==> src/wdt_defines.svh <==
// constants of the watchdog reset timer: register map, reset values, timing counts
// assumes a 50 MHz core clock and a wishbone register bus with 32-bit data
`ifndef WDT_DEFINES_SVH
`define WDT_DEFINES_SVH

`define WDT_CTRL_OFFSET     8'h0c          // byte offset of watchdog_control
`define WDT_CTRL_RESET      8'h7f          // watchdog_control after reset
`define WDT_STAT_OFFSET     8'h10          // byte offset of the status register
`define WDT_ACTIVE_BIT      7              // watchdog_active position
`define WDT_TOP_BIT         6              // count_top_bit position
`define WDT_PRESCALE        16'd49152      // cpu clocks per count step
`define WDT_PRESCALE_LAST   16'd49151      // last prescaler value before a step
`define WDT_PULSE_NS        30000          // reset pulse length in ns
`define WDT_CLK_NS          20             // clock period in ns
`define WDT_PULSE_CYC       (`WDT_PULSE_NS / `WDT_CLK_NS)  // reset pulse cycles
`define WDT_WAKE_CYC        13'd4096       // cpu clocks before counting after wake
`define WDT_ZERO32          32'h0000_0000  // read data filler

`endif

==> src/wdt_pkg.sv <==
// types of the watchdog reset timer
// assumes wdt_defines.svh is compiled alongside
package wdt_pkg;

    // wishbone request from the master
    typedef struct packed {
        logic        cyc;   // cycle valid
        logic        stb;   // strobe
        logic        we;    // write enable
        logic [7:0]  adr;   // byte address
        logic [3:0]  sel;   // byte lanes
        logic [31:0] dat;   // write data
    } wdt_wb_req_t;

    // wishbone answer to the master
    typedef struct packed {
        logic        ack;   // acknowledge
        logic        err;   // error for unmapped address or status write
        logic [31:0] dat;   // read data
    } wdt_wb_rsp_t;

    // states of the reset pulse generator
    typedef enum logic [1:0] {
        WDT_P_IDLE = 2'b00, // no reset pending
        WDT_P_LOW  = 2'b01, // reset pin held low
        WDT_P_DONE = 2'b10  // waiting for system reset
    } wdt_pulse_st_t;

endpackage : wdt_pkg

==> src/wdt_core.sv <==
// watchdog reset timer top: control register on wishbone, prescaler, down-counter,
// halt handling and reset request
// assumes the option inputs are steady before reset is released and that the cpu
// pulses halt_i when it executes the halt instruction
`timescale 1ns/1ps
`include "wdt_defines.svh"

// Function
// - count decrements every 49,152 clocks, 64 steps
// - active and 40h to 3Fh pulses reset
// - down-counter runs even inactive, stops while halted and in the wake delay
// - inactive after reset, stays active once set
// - active write with top bit clear resets
// - hardware option forces active, ignores bit
// - wait state leaves counting unchanged
// - halt with option and active resets at once
// - halt without option freezes, no rollover resets
// - interrupt wake resumes after 4096 clocks
// - control resets to 7Fh, active then count
// - software sets active, only reset clears it
module wdt_core (
    input  wire logic               clk_i,       // core clock, 50 MHz
    input  wire logic               rst_i,       // synchronous reset, active high
    input  wire wdt_pkg::wdt_wb_req_t wb_req_i,  // wishbone request
    output wdt_pkg::wdt_wb_rsp_t    wb_rsp_o,    // wishbone answer
    input  wire logic               hw_wdt_i,    // hardware watchdog option
    input  wire logic               halt_rst_i,  // reset-on-halt option
    input  wire logic               wait_i,      // cpu in wait state
    input  wire logic               halt_i,      // one-cycle halt instruction
    input  wire logic               ext_irq_i,   // external interrupt wake
    output logic                    rst_n_o,     // reset pin, low active
    output logic                    halted_o     // watchdog frozen by halt
);
    import wdt_pkg::*;

    // all state of the watchdog
    typedef struct packed {
        logic        active;   // watchdog_active
        logic [6:0]  count;    // count_top_bit and delay_steps
        logic [15:0] pre;      // prescaler
        logic        halted;   // oscillator stopped
        logic [12:0] wake;     // wake-up delay left
        logic        hw_opt;   // captured hardware option
        logic        hr_opt;   // captured reset-on-halt option
        logic        fire;     // one-cycle reset request
        logic        fired;    // reset already requested
        wdt_wb_rsp_t rsp;      // bus answer
    } wdt_state_t;

    wdt_state_t cur;       // registered state
    wdt_state_t next_cur;  // next state

    ////////////////////////////////////////////////////////////////////////////
    // decode helpers

    // true when the bus addresses a given register
    function automatic logic hit(input wdt_wb_req_t r, input logic [7:0] off);
        hit = (r.adr[7:2] == off[7:2]);
    endfunction : hit

    logic       req;        // new bus request this cycle
    logic       wr_ctrl;    // accepted write to watchdog_control
    logic       eff_active; // active after options
    logic       counting;   // counter may advance
    logic       step;       // prescaler rolls over
    logic [7:0] wdat;       // written control byte

    always_comb begin
        req        = wb_req_i.cyc && wb_req_i.stb && !cur.rsp.ack && !cur.rsp.err;
        wr_ctrl    = req && wb_req_i.we && wb_req_i.sel[0]
                     && hit(wb_req_i, `WDT_CTRL_OFFSET);
        wdat       = wb_req_i.dat[7:0];
        eff_active = cur.active || cur.hw_opt;
        counting   = !cur.halted && (cur.wake == 13'h0000);
        step       = counting && (cur.pre == `WDT_PRESCALE_LAST);
    end

    ////////////////////////////////////////////////////////////////////////////
    // next state
    always_comb begin
        next_cur          = cur;
        next_cur.fire     = 1'b0;
        next_cur.rsp.ack  = 1'b0;
        next_cur.rsp.err  = 1'b0;
        next_cur.rsp.dat  = `WDT_ZERO32;

        // prescaler and down-counter run whether or not active; wait ignored
        if (counting) begin
            next_cur.pre = step ? 16'h0000 : cur.pre + 16'h0001;
        end
        if (step) begin
            next_cur.count = cur.count - 7'h01;
            if (eff_active && cur.count == 7'h40 && !cur.fired) begin
                next_cur.fire = 1'b1;
            end
        end

        // wake-up delay after an interrupt
        if (cur.wake != 13'h0000) begin
            next_cur.wake = cur.wake - 13'h0001;
        end

        // halt instruction
        if (halt_i && !cur.halted) begin
            if (cur.hr_opt && eff_active) begin
                next_cur.fire = !cur.fired;
            end else if (!cur.hr_opt) begin
                next_cur.halted = 1'b1;
            end
        end
        if (cur.halted && ext_irq_i) begin
            next_cur.halted = 1'b0;
            next_cur.wake   = `WDT_WAKE_CYC;
        end

        // register writes: count loaded, active only ORed in
        if (wr_ctrl) begin
            next_cur.count  = wdat[`WDT_TOP_BIT:0];
            next_cur.active = cur.active | wdat[`WDT_ACTIVE_BIT];
            next_cur.pre    = 16'h0000;
            if ((wdat[`WDT_ACTIVE_BIT] || eff_active) && !wdat[`WDT_TOP_BIT]
                && !cur.fired) begin
                next_cur.fire = 1'b1;
            end
        end
        if (next_cur.fire) begin
            next_cur.fired = 1'b1;
        end

        // bus answers
        if (req) begin
            if (hit(wb_req_i, `WDT_CTRL_OFFSET)) begin
                next_cur.rsp.ack      = 1'b1;
                next_cur.rsp.dat[7:0] = {cur.active, cur.count};
            end else if (hit(wb_req_i, `WDT_STAT_OFFSET) && !wb_req_i.we) begin
                next_cur.rsp.ack      = 1'b1;
                next_cur.rsp.dat[2:0] = {eff_active, cur.halted, cur.wake != 13'h0000};
            end else begin
                next_cur.rsp.err      = 1'b1;
            end
        end
    end

    ////////////////////////////////////////////////////////////////////////////
    // state register; options caught at the release edge
    always_ff @(posedge clk_i) begin
        if (rst_i) begin
            cur.active <= 1'b0;
            cur.count  <= 7'(`WDT_CTRL_RESET);
            cur.pre    <= 16'h0000;
            cur.halted <= 1'b0;
            cur.wake   <= 13'h0000;
            cur.hw_opt <= hw_wdt_i;
            cur.hr_opt <= halt_rst_i;
            cur.fire   <= 1'b0;
            cur.fired  <= 1'b0;
            cur.rsp    <= '0;
        end else begin
            cur        <= next_cur;
        end
    end

    // the option bits are caught in the state register while reset holds,
    // so a pin that wiggles later cannot switch the watchdog mode

    ////////////////////////////////////////////////////////////////////////////
    // reset pulse generator
    wdt_pulse u_pulse (
        .clk_i   (clk_i),
        .rst_i   (rst_i),
        .fire_i  (cur.fire),
        .rst_n_o (rst_n_o)
    );

    assign wb_rsp_o = cur.rsp;
    assign halted_o = cur.halted;

    ////////////////////////////////////////////////////////////////////////////
    // checks

    // no second step within 8 cycles of a step
    step_period_a: assert property (@(posedge clk_i) disable iff (rst_i)
        step |=> !step [*8])
        else $error("count stepped too soon");

    // rollover with active raises a reset request next cycle
    roll_reset_a: assert property (@(posedge clk_i) disable iff (rst_i)
        (step && eff_active && cur.count == 7'h40 && !cur.fired && !wr_ctrl)
        |=> cur.fire)
        else $error("rollover gave no reset");

    // counter keeps running while inactive
    free_run_a: assert property (@(posedge clk_i) disable iff (rst_i)
        (step && !wr_ctrl && !eff_active) |=> cur.count == $past(cur.count) - 7'h01)
        else $error("counter stopped while inactive");

    // active never falls outside reset
    sticky_act_a: assert property (@(posedge clk_i) disable iff (rst_i)
        cur.active |=> cur.active)
        else $error("active bit cleared");

    // write with active and top bit clear resets
    soft_reset_a: assert property (@(posedge clk_i) disable iff (rst_i)
        (wr_ctrl && wdat[`WDT_ACTIVE_BIT] && !wdat[`WDT_TOP_BIT] && !cur.fired)
        |=> cur.fire)
        else $error("software reset missed");

    // halt with option and active resets
    halt_reset_a: assert property (@(posedge clk_i) disable iff (rst_i)
        (halt_i && !cur.halted && cur.hr_opt && eff_active && !cur.fired) |=> cur.fire)
        else $error("halt reset missed");

    // frozen count while halted
    halt_freeze_a: assert property (@(posedge clk_i) disable iff (rst_i)
        (cur.halted && !wr_ctrl) |=> (cur.count == $past(cur.count)) && !cur.fire)
        else $error("count moved in halt");

    // wake delay holds counting off
    wake_delay_a: assert property (@(posedge clk_i) disable iff (rst_i)
        (cur.halted && ext_irq_i) |=> (cur.wake == `WDT_WAKE_CYC) ##1 !step [*8])
        else $error("wake delay not applied");

    // written count lands at once
    write_load_a: assert property (@(posedge clk_i) disable iff (rst_i)
        wr_ctrl |=> cur.count == $past(wdat[6:0]))
        else $error("write did not load count");

    // wait level never stalls the prescaler
    wait_free_a: assert property (@(posedge clk_i) disable iff (rst_i)
        (wait_i && counting && !step && !wr_ctrl) |=> cur.pre == $past(cur.pre) + 16'h0001)
        else $error("prescaler stalled in wait");

    // halt without the option freezes the watchdog
    halt_stop_a: assert property (@(posedge clk_i) disable iff (rst_i)
        (halt_i && !cur.halted && !cur.hr_opt) |=> cur.halted)
        else $error("halt did not freeze");

    // captured options stay put outside reset
    opt_static_a: assert property (@(posedge clk_i) disable iff (rst_i)
        1'b1 |=> (cur.hw_opt == $past(cur.hw_opt)) && (cur.hr_opt == $past(cur.hr_opt)))
        else $error("option bits changed");

    // every accepted request gets one answer
    bus_answer_a: assert property (@(posedge clk_i) disable iff (rst_i)
        req |=> (cur.rsp.ack || cur.rsp.err))
        else $error("bus request unanswered");

    // acknowledge lasts a single cycle
    ack_pulse_a: assert property (@(posedge clk_i) disable iff (rst_i)
        cur.rsp.ack |=> !cur.rsp.ack)
        else $error("acknowledge held too long");

endmodule : wdt_core

==> src/wdt_pulse.sv <==
// reset pulse generator: stretches a one-cycle trigger into a low-going reset
// assumes the system reset follows from the pulse and re-arms this block
`timescale 1ns/1ps
`include "wdt_defines.svh"

module wdt_pulse (
    input  wire logic clk_i,   // core clock
    input  wire logic rst_i,   // synchronous reset, active high
    input  wire logic fire_i,  // one-cycle reset request
    output logic      rst_n_o  // reset pin level, low while resetting
);
    import wdt_pkg::*;

    // all state of the pulse generator
    typedef struct packed {
        wdt_pulse_st_t st;   // pulse state
        logic [10:0]   cnt;  // cycles left in the pulse
        logic          pin;  // registered pin level
    } wdt_pulse_state_t;

    wdt_pulse_state_t cur;       // registered state
    wdt_pulse_state_t next_cur;  // next state

    ////////////////////////////////////////////////////////////////////////////
    // next state: trigger starts a pulse of the fixed length
    always_comb begin
        next_cur = cur;
        case (cur.st)
            WDT_P_IDLE: begin
                if (fire_i) begin
                    next_cur.st  = WDT_P_LOW;
                    next_cur.cnt = 11'(`WDT_PULSE_CYC - 1);
                    next_cur.pin = 1'b0;
                end
            end
            WDT_P_LOW: begin
                if (cur.cnt == 11'h000) begin
                    next_cur.st  = WDT_P_DONE;
                    next_cur.pin = 1'b1;
                end else begin
                    next_cur.cnt = cur.cnt - 11'h001;
                end
            end
            WDT_P_DONE: begin
                next_cur.pin = 1'b1;  // held high until the system resets us
            end
            default: begin
                next_cur.st = WDT_P_IDLE;
            end
        endcase
    end

    // state register
    always_ff @(posedge clk_i) begin
        if (rst_i) begin
            cur.st  <= WDT_P_IDLE;
            cur.cnt <= 11'h000;
            cur.pin <= 1'b1;
        end else begin
            cur <= next_cur;
        end
    end

    assign rst_n_o = cur.pin;

    // pulse holds the pin low for at least 8 cycles once fired
    pulse_len_a: assert property (@(posedge clk_i) disable iff (rst_i)
        (cur.st == WDT_P_IDLE && fire_i) |=> !rst_n_o [*8])
        else $error("reset pulse too short");

endmodule : wdt_pulse
==> config.mk <==
export PLATFORM = sky130hd
export DESIGN_NAME = wdt_core
export DESIGN_NICKNAME = d
export VERILOG_FILES = /design/src/wdt_pkg.sv /design/src/wdt_core.sv /design/src/wdt_pulse.sv
export VERILOG_INCLUDE_DIRS = /design/src
export SDC_FILE = /design/constraint.sdc
export NUM_CORES = 1
export LEC_CHECK = 0
export BUFFER_PORTS_ARGS = -buffer_cell sky130_fd_sc_hd__buf_4
export CAP_MARGIN = 20
export CORE_ASPECT_RATIO = 1.2
export CORE_MARGIN = 2
export CORE_UTILIZATION = 57
export DETAILED_ROUTE_END_ITERATION = 8
export PLACE_DENSITY = 0.95
export SLEW_MARGIN = 20
export SYNTH_ARGS = -nofsm -noshare
export SYNTH_HDL_FRONTEND = slang
export SYNTH_SLANG_ARGS = --single-unit
==> constraint.sdc <==
create_clock -name clk_i -period 3.55 [get_ports clk_i]
set_input_delay 0.5325 -clock clk_i [delete_from_list [all_inputs] [get_ports clk_i]]
set_output_delay 0.5325 -clock clk_i [all_outputs]
set_load 0.05 [all_outputs]
==> results.yml, run 1 <==
outcome:
  outcome: "finished clean"
min_path:
  min_path_cells: 1
  hold_class: "primary input to flop"
  hold_start: "halt_rst_i"
floorplan:
  coreArea_um2: 6051
  ios: 90
  fp.dieArea_um2: 6901
  die_w_um: 76.17
  num_rows: 31
  start_util_pct: 58.87
  dieHeight_um: 90.60
cts:
  clk_latency_ns: 0.35
  cts_resized: 0
  cts-root-buf: "clkbuf_8"
  cts-htree-levels: 3
  cts_tree: "yes"
  clock_path_buffers: 2
  cts_sinks: 66
  numCtsBuffers: 9
  cts_hold_buf: 0
  post-cts-setup-buffers: 0
  cts.reportedPaths.clkPinSlew_ns: 0.07
detailed_routing:
  wl_per_cell_um: 14.15
  finalWirelength_um: 7384
  vias: 2930
  antenna_left: 0
  drtPass1Iterations: 4
  drtIter0Drc: 221
  post-route-drc-count: 0
  viasPerCell: 5.613
final_layout:
  syn2layout_area_growth_pct: 9.027
  nFillCells: 505
  fin_cells: 522
  layout-drive-gt1-share_pct: 15.00
  nets: 501
  n_antenna_cell: 0
synthesis:
  synthesis.area_um2: 3562
  yosysWarnings: 0
  synthCells: 413
  ys_types: 58
  seq_area_frac_synth_pct: 37.65
  synth_flop_cell: "dfxtp_1"
  synth_edf_count: 2
  synth_area_per_cell_um2: 8.625
  async_flop_share_pct: 0
  ys_ff_latch: 66
grt:
  grt_pass1_vias: 2845
  grt_usage_pct: 22.73
  grt_max_degree: 36
  grt_overflow: 0
  antenna_found_initial: 0
  grt_pass1_wl_um: 12640
power_and_ir_drop:
  power_frac_seq_pct: 40.4
  comb_power_share_pct: 34.5
  switchingPower_uw: 878.8
  power.leakage_nw: 1.568
  p_sw_share_pct: 37.63
  p_int_mw: 1.457
  p_per_area_nw_per_um2: 601.3
  p_clk_share_pct: 25.2
  power_mw: 2.335
  max-vdd-ir-drop_uv: 302.4
sta:
  tns_ns: 0
  min_period_over_period_pct: 74.73
  maxSlewViolCount: 0
  clock_skew_ns: 0.008132
  timing.fmax_mhz: 377.0
  worst_pin_slew_ns: 0.8324
  hold_violations: 0
  setup_viol: 0
  maxSlewHeadroom_pct: 43.99
  worst_slack_ns: 0.8971
  rsz0062_at_grt: "false"
  finalCriticalPeriod_ns: 2.653
placement:
  portBuffers: 35
  pre_cts_ws_ns: 0.9433
  dp_hpwl_um: 5364
  dp.cells: 506
  finalWeightedCongestion: 0.8600
worst_setup_path:
  crit_path_max_incr_delay_ns: 0.55
  cp_num_buf_inv: 1
  startpoint: "cur[39]$_SDFFE_PP0P_"
  end_kind: "flop"
  slowest_stage: "or4_1"
  r2r_setup_slack_ns: 0.90
  path_max_fanout: 8
  cp.depth: 7
  path_class: "flop to flop"
  cp_top_family: "simple AND/OR/NAND/NOR gates"
  path_cells: "inv_1, ha_1, or3b_1, nor4_2, nand4_1, or4_1, a31oi_1"
  crit_required_ns: 3.81
  start_kind: "flop"
  reg2reg_from: "cur[39]$_SDFFE_PP0P_"
  r2r_cells: 7
  arrival_ns: 2.92
run:
  maxCapViolations: 0
-- cells by family (layout without fill, tap and decap cells) --
group	count (synthesis)	in the layout	share of synthesized area, %
flops	66	66	37.65
compound gates	53	53	9.273
xor+xnor	27	27	6.639
fa+ha+maj	12	12	4.215
simple gates	186	186	29.86
buf+inv	63	67	10.61
mux	5	5	1.651
other cells	1	24	0.1053
-- synthesized netlist by cell type, drive strengths merged, types with 2 or more instances --
cell type,count,area (um^2)
a211oi,6,45.04
a21oi,25,125.1
a221oi,2,17.52
a22oi,4,30.03
a31oi,3,18.77
and2,4,25.02
and3,7,43.79
buf,39,286.5
clkbuf,9,35.03
dfxtp,64,1281
edfxtp,2,60.06
ha,12,150.1
inv,15,56.30
mux2,4,48.79
nand2,19,71.32
nand2b,9,56.30
nand3,17,85.08
nand3b,3,22.52
nand4,14,93.84
nand4b,2,17.52
nor2,51,191.4
nor2b,3,18.77
nor3,13,70.07
nor3b,4,30.03
nor4,12,123.9
o2111ai,2,17.52
o21ai,4,20.01
o31ai,2,15.01
or2,5,31.28
or3,6,38.79
or3b,3,26.28
or4,9,71.32
xnor2,6,52.55
xor2,21,183.9
-- through the flow --
step	cell area, um^2	hold WS, ns	utilization [%]
finish	3884	0.3696	64.19
global route	3884	0.3555	64.19
CTS	3884	0.3530	64.19
detailed placement	3700	0.4678	61.15
global placement	3700	0.4525	61.15
floorplan	3649	0.4429	-
-- final cells by class --
| type | count | area (um^2) | share of cell area, % |
|---|---|---|---|
| well taps | 82 | 102.6 | 2.642 |
| flip-flops and latches | 66 | 1341 | 34.54 |
| multi-input cells | 307 | 1929 | 49.68 |
| clock inverters | 2 | 10.01 | 0.2577 |
| clock buffers | 14 | 173.9 | 4.478 |
| inverters | 15 | 56.30 | 1.450 |
| repair buffers | 36 | 270.3 | 6.959 |
-- worst reg2reg max path: cells and delay by family, from the launching register on --
kind / cells / cell delay [ns]
AO/OA/AOI/OAI: 1 / 0.20
adder cells (fa/ha/maj): 1 / 0.19
buffers and inverters: 1 / 0.10
flip-flops: 1 / 0.35
AND/OR/NAND/NOR: 4 / 1.75
-- metal layers --
metal  global-route usage [%]  vias up  part of all wire, %
met4                    10.61        0                  2.0
li1                         -     1447                    -
met5                        0        -                    0
met1                    25.58     1382                   41
met3                    5.300       12                  5.5
met2                    40.48       89                   52
-- path summary, 6_finish.rpt --
kind | endpoint
worst min register to register | cur[53]$_SDFFE_PP0P_
worst max register to register | cur[34]$_SDFFE_PP0P_
worst min-delay path | cur[36]$_DFFE_PP_
worst max-delay path | cur[34]$_SDFFE_PP0P_
-- power by group through the flow --
stage / clock (mW) / sequential [mW] / combinational (mW)
floorplan: 0 / 0.942 / 0.679
global placement: 0 / 0.944 / 0.752
detailed placement: 0 / 0.956 / 0.793
CTS: 0.599 / 0.939 / 0.803
global route: 0.637 / 0.958 / 0.899
finish: 0.588 / 0.943 / 0.805
-- cell usage in the layout (no fill, tap or decap), drive strengths merged, types with 2 or more instances in the layout --
| master | netlist | final |
|---|---|---|
| dfxtp | 64 | 64 |
| nor2 | 51 | 51 |
| buf | 39 | 36 |
| a21oi | 25 | 25 |
| conb | 1 | 24 |
| xor2 | 21 | 21 |
| nand2 | 19 | 19 |
| nand3 | 17 | 17 |
| inv | 15 | 15 |
| nand4 | 14 | 14 |
| clkbuf | 9 | 14 |
| nor3 | 13 | 13 |
| ha | 12 | 12 |
| nor4 | 12 | 12 |
| nand2b | 9 | 9 |
| or4 | 9 | 9 |
| and3 | 7 | 7 |
| a211oi | 6 | 6 |
| xnor2 | 6 | 6 |
| or3 | 6 | 6 |
| or2 | 5 | 5 |
| nor3b | 4 | 4 |
| and2 | 4 | 4 |
| a22oi | 4 | 4 |
| mux2 | 4 | 4 |
| o21ai | 4 | 4 |
| nand3b | 3 | 3 |
| or3b | 3 | 3 |
| nor2b | 3 | 3 |
| a31oi | 3 | 3 |
| a221oi | 2 | 2 |
| nand4b | 2 | 2 |
| o31ai | 2 | 2 |
| o2111ai | 2 | 2 |
| clkinv | 0 | 2 |
| edfxtp | 2 | 2 |
-- flip-flops by register name, indices dropped and copies added, names as in the netlist --
| register | cells |
|---|---|
| u_pulse.cur | 13 |
| wb_rsp_o | 10 |
| cur | 41 |
| halted_o | 1 |
| u_pulse.rst_n_o | 1 |
Note: power is estimated with default switching activity, not from simulation.
==> run 2, diff against run 1 <==
ABC_AREA = 1   (was unset)
CORE_UTILIZATION = 49   (was 57)
PLACE_DENSITY = 0.88   (was 0.95)
clock period = 2.4 ns   (was 3.55 ns; I/O delays follow)
==> results.yml, run 2 <==
final_layout:
  final_cell_mix: "143 x nand2_1, 66 x nor2_1, 64 x dfxtp_1, 60 x inv_1, 56 x nand3_1"
  layout_commonest_cell: "nand2_1"
  syn2layout_area_growth_pct: 9.458
  nFillCells: 678
  top_register: "cur"
  nets: 668
  n_antenna_cell: 0
  layout-drive-gt1-share_pct: 13.67
  largest_reg_flops: 41
cts:
  numCtsBuffers: 9
  cts_hold_buf: 0
  clock_path_buffers: 2
  cts_tree: "yes"
  post-cts-setup-buffers: 0
  clk_latency_ns: 0.36
  cts_resized: 0
  cts.reportedPaths.clkPinSlew_ns: 0.07
  cts-root-buf: "clkbuf_8"
  cts-htree-levels: 3
  cts_sinks: 66
sta:
  maxSlewHeadroom_pct: 63.44
  worst_pin_slew_ns: 0.5471
  clock_skew_ns: 0.006435
  min_period_over_period_pct: 79.42
  worst_slack_ns: 0.4938
  timing.fmax_mhz: 524.6
  hold_violations: 0
  finalCriticalPeriod_ns: 1.906
  rsz0062_at_grt: "false"
  setup_viol: 0
  maxSlewViolCount: 0
  tns_ns: 0
power_and_ir_drop:
  power_mw: 4.710
  p_per_area_nw_per_um2: 1084
  max-vdd-ir-drop_uv: 695.4
  power.leakage_nw: 2.043
synthesis:
  synthCells: 577
  synth.most_common_cell: "nand2_1"
  synth_commonest_cells: "143 x nand2_1, 66 x nor2_1, 64 x dfxtp_1, 60 x inv_1, 56 x nand3_1"
  synth_top_area_cell: "dfxtp_1"
  yosysWarnings: 0
  synthesis.area_um2: 3969
  synth_area_per_cell_um2: 6.878
  ys_ff_latch: 66
  synth_top_area_share_pct: 32.28
  seq_area_frac_synth_pct: 33.80
  ys_types: 36
  async_flop_share_pct: 0
  netlist_top_cells_area: "dfxtp_1 32%, nand2_1 14%, nand3_1 7.1%, buf_4 6.4%, nor2_1 6.2%"
  synth_edf_count: 2
  synth_flop_cell: "dfxtp_1"
placement:
  pre_cts_ws_ns: 0.5342
  portBuffers: 35
  dp_hpwl_um: 6309
  finalWeightedCongestion: 0.8980
grt:
  antenna_found_initial: 0
  grt_usage_pct: 20.98
  grt_overflow: 0
  grt_max_degree: 18
  grt_pass1_vias: 3547
  grt_pass1_wl_um: 15010
floorplan:
  dieHeight_um: 102.6
  num_rows: 35
  die_w_um: 86.16
  ios: 90
  start_util_pct: 51.20
  fp.dieArea_um2: 8838
  coreArea_um2: 7751
detailed_routing:
  post-route-drc-count: 0
  viasPerCell: 5.190
  drtPass1Iterations: 5
  drtIter0Drc: 265
  antenna_left: 0
  vias: 3628
  finalWirelength_um: 8703
  wl_per_cell_um: 12.45
worst_setup_path:
  path_max_fanout: 12
  r2r_cells: 8
  path_class: "flop to flop"
  end_kind: "flop"
  crit_required_ns: 2.69
  start_kind: "flop"
  arrival_ns: 2.19
min_path:
  hold_class: "primary input to flop"
  min_path_cells: 1
outcome:
  outcome: "finished clean"
run:
  maxCapViolations: 0
run 2: changes by cell type in the layout (fill, tap and decap cells not counted), sizes merged, moves of 7 or more:
cell and change:
xor2 -11, inv +48, nor2 +27, nand2 +132, nor4 -12, o21ai +8
nand2b -9, nand3 +42, and3 -7, or4 -9, a21oi +10
run 2: final timing paths:
| kind | start | to | slack (ns) |
|---|---|---|---|
| max reg2reg | u_pulse.cur[13]$_SDFFE_PP0P_ | u_pulse.cur[3]$_SDFFE_PP0P_ | 0.49 |
| min reg2reg | cur[75]$_SDFFE_PP0P_ | wb_rsp_o[7]$_SDFF_PP0_ | 0.46 |
| min | hw_wdt_i | cur[37]$_DFFE_PP_ | 0.18 |
| max | u_pulse.cur[13]$_SDFFE_PP0P_ | u_pulse.cur[3]$_SDFFE_PP0P_ | 0.49 |
run 2: final cells by class:
type,instances,area [um^2],area share (%)
multi-input cells,427,2161,49.74
flip-flops and latches,66,1341,30.88
repair buffers,35,262.8,6.048
inverters,63,236.5,5.444
clock buffers,10,137.6,3.168
well taps,92,115.1,2.650
clock inverters,6,90.09,2.074
run 2: per-layer routing:
layer | global-route usage (%) | vias up | part of all wire [%]
li1 | - | 1828 | -
met1 | 24.64 | 1661 | 42
met2 | 36.31 | 117 | 50
met3 | 5.044 | 22 | 5.9
met4 | 9.402 | 0 | 2.0
met5 | 0 | - | 0
run 2: cells by family after synthesis:
family	synth area share, %
xor gates and xnor gates	3.531
other	0.09449
and+or+nand+nor	37.99
buffers and inverters	13.93
AOI/OAI and AO/OA	6.872
DFF	33.80
adders and majority gates	3.783
run 2: report_power, final:
part / internal [mW] / total, mW / switching (mW)
registers: 1.30 / 1.50 / 0.205
logic: 0.712 / 2.14 / 1.42
clock network: 0.614 / 1.07 / 0.459
total: 2.62 / 4.71 / 2.09
run 2: critical path, stage by stage (launching register included):
cell and delay [ns]:
dfxtp_1 0.33, inv_1 0.12, ha_1 0.43, inv_1 0.15, nand2_1 0.10, nand3_2 0.23
inv_2 0.24, nand2_1 0.09, a21oi_1 0.13
run 2: through the flow:
stage | instance area, um^2 | hold WS [ns] | instances | utilization [%]
6_report | 4344 | 0.1765 | 699 | 56.05
5_1_grt | 4344 | 0.1660 | 699 | 56.05
4_1_cts | 4344 | 0.1689 | 699 | 56.05
3_5_place_dp | 4116 | 0.4467 | 683 | 53.11
3_3_place_gp | 4116 | 0.4404 | 683 | 53.11
2_1_floorplan | 4055 | 0.4260 | 600 | -
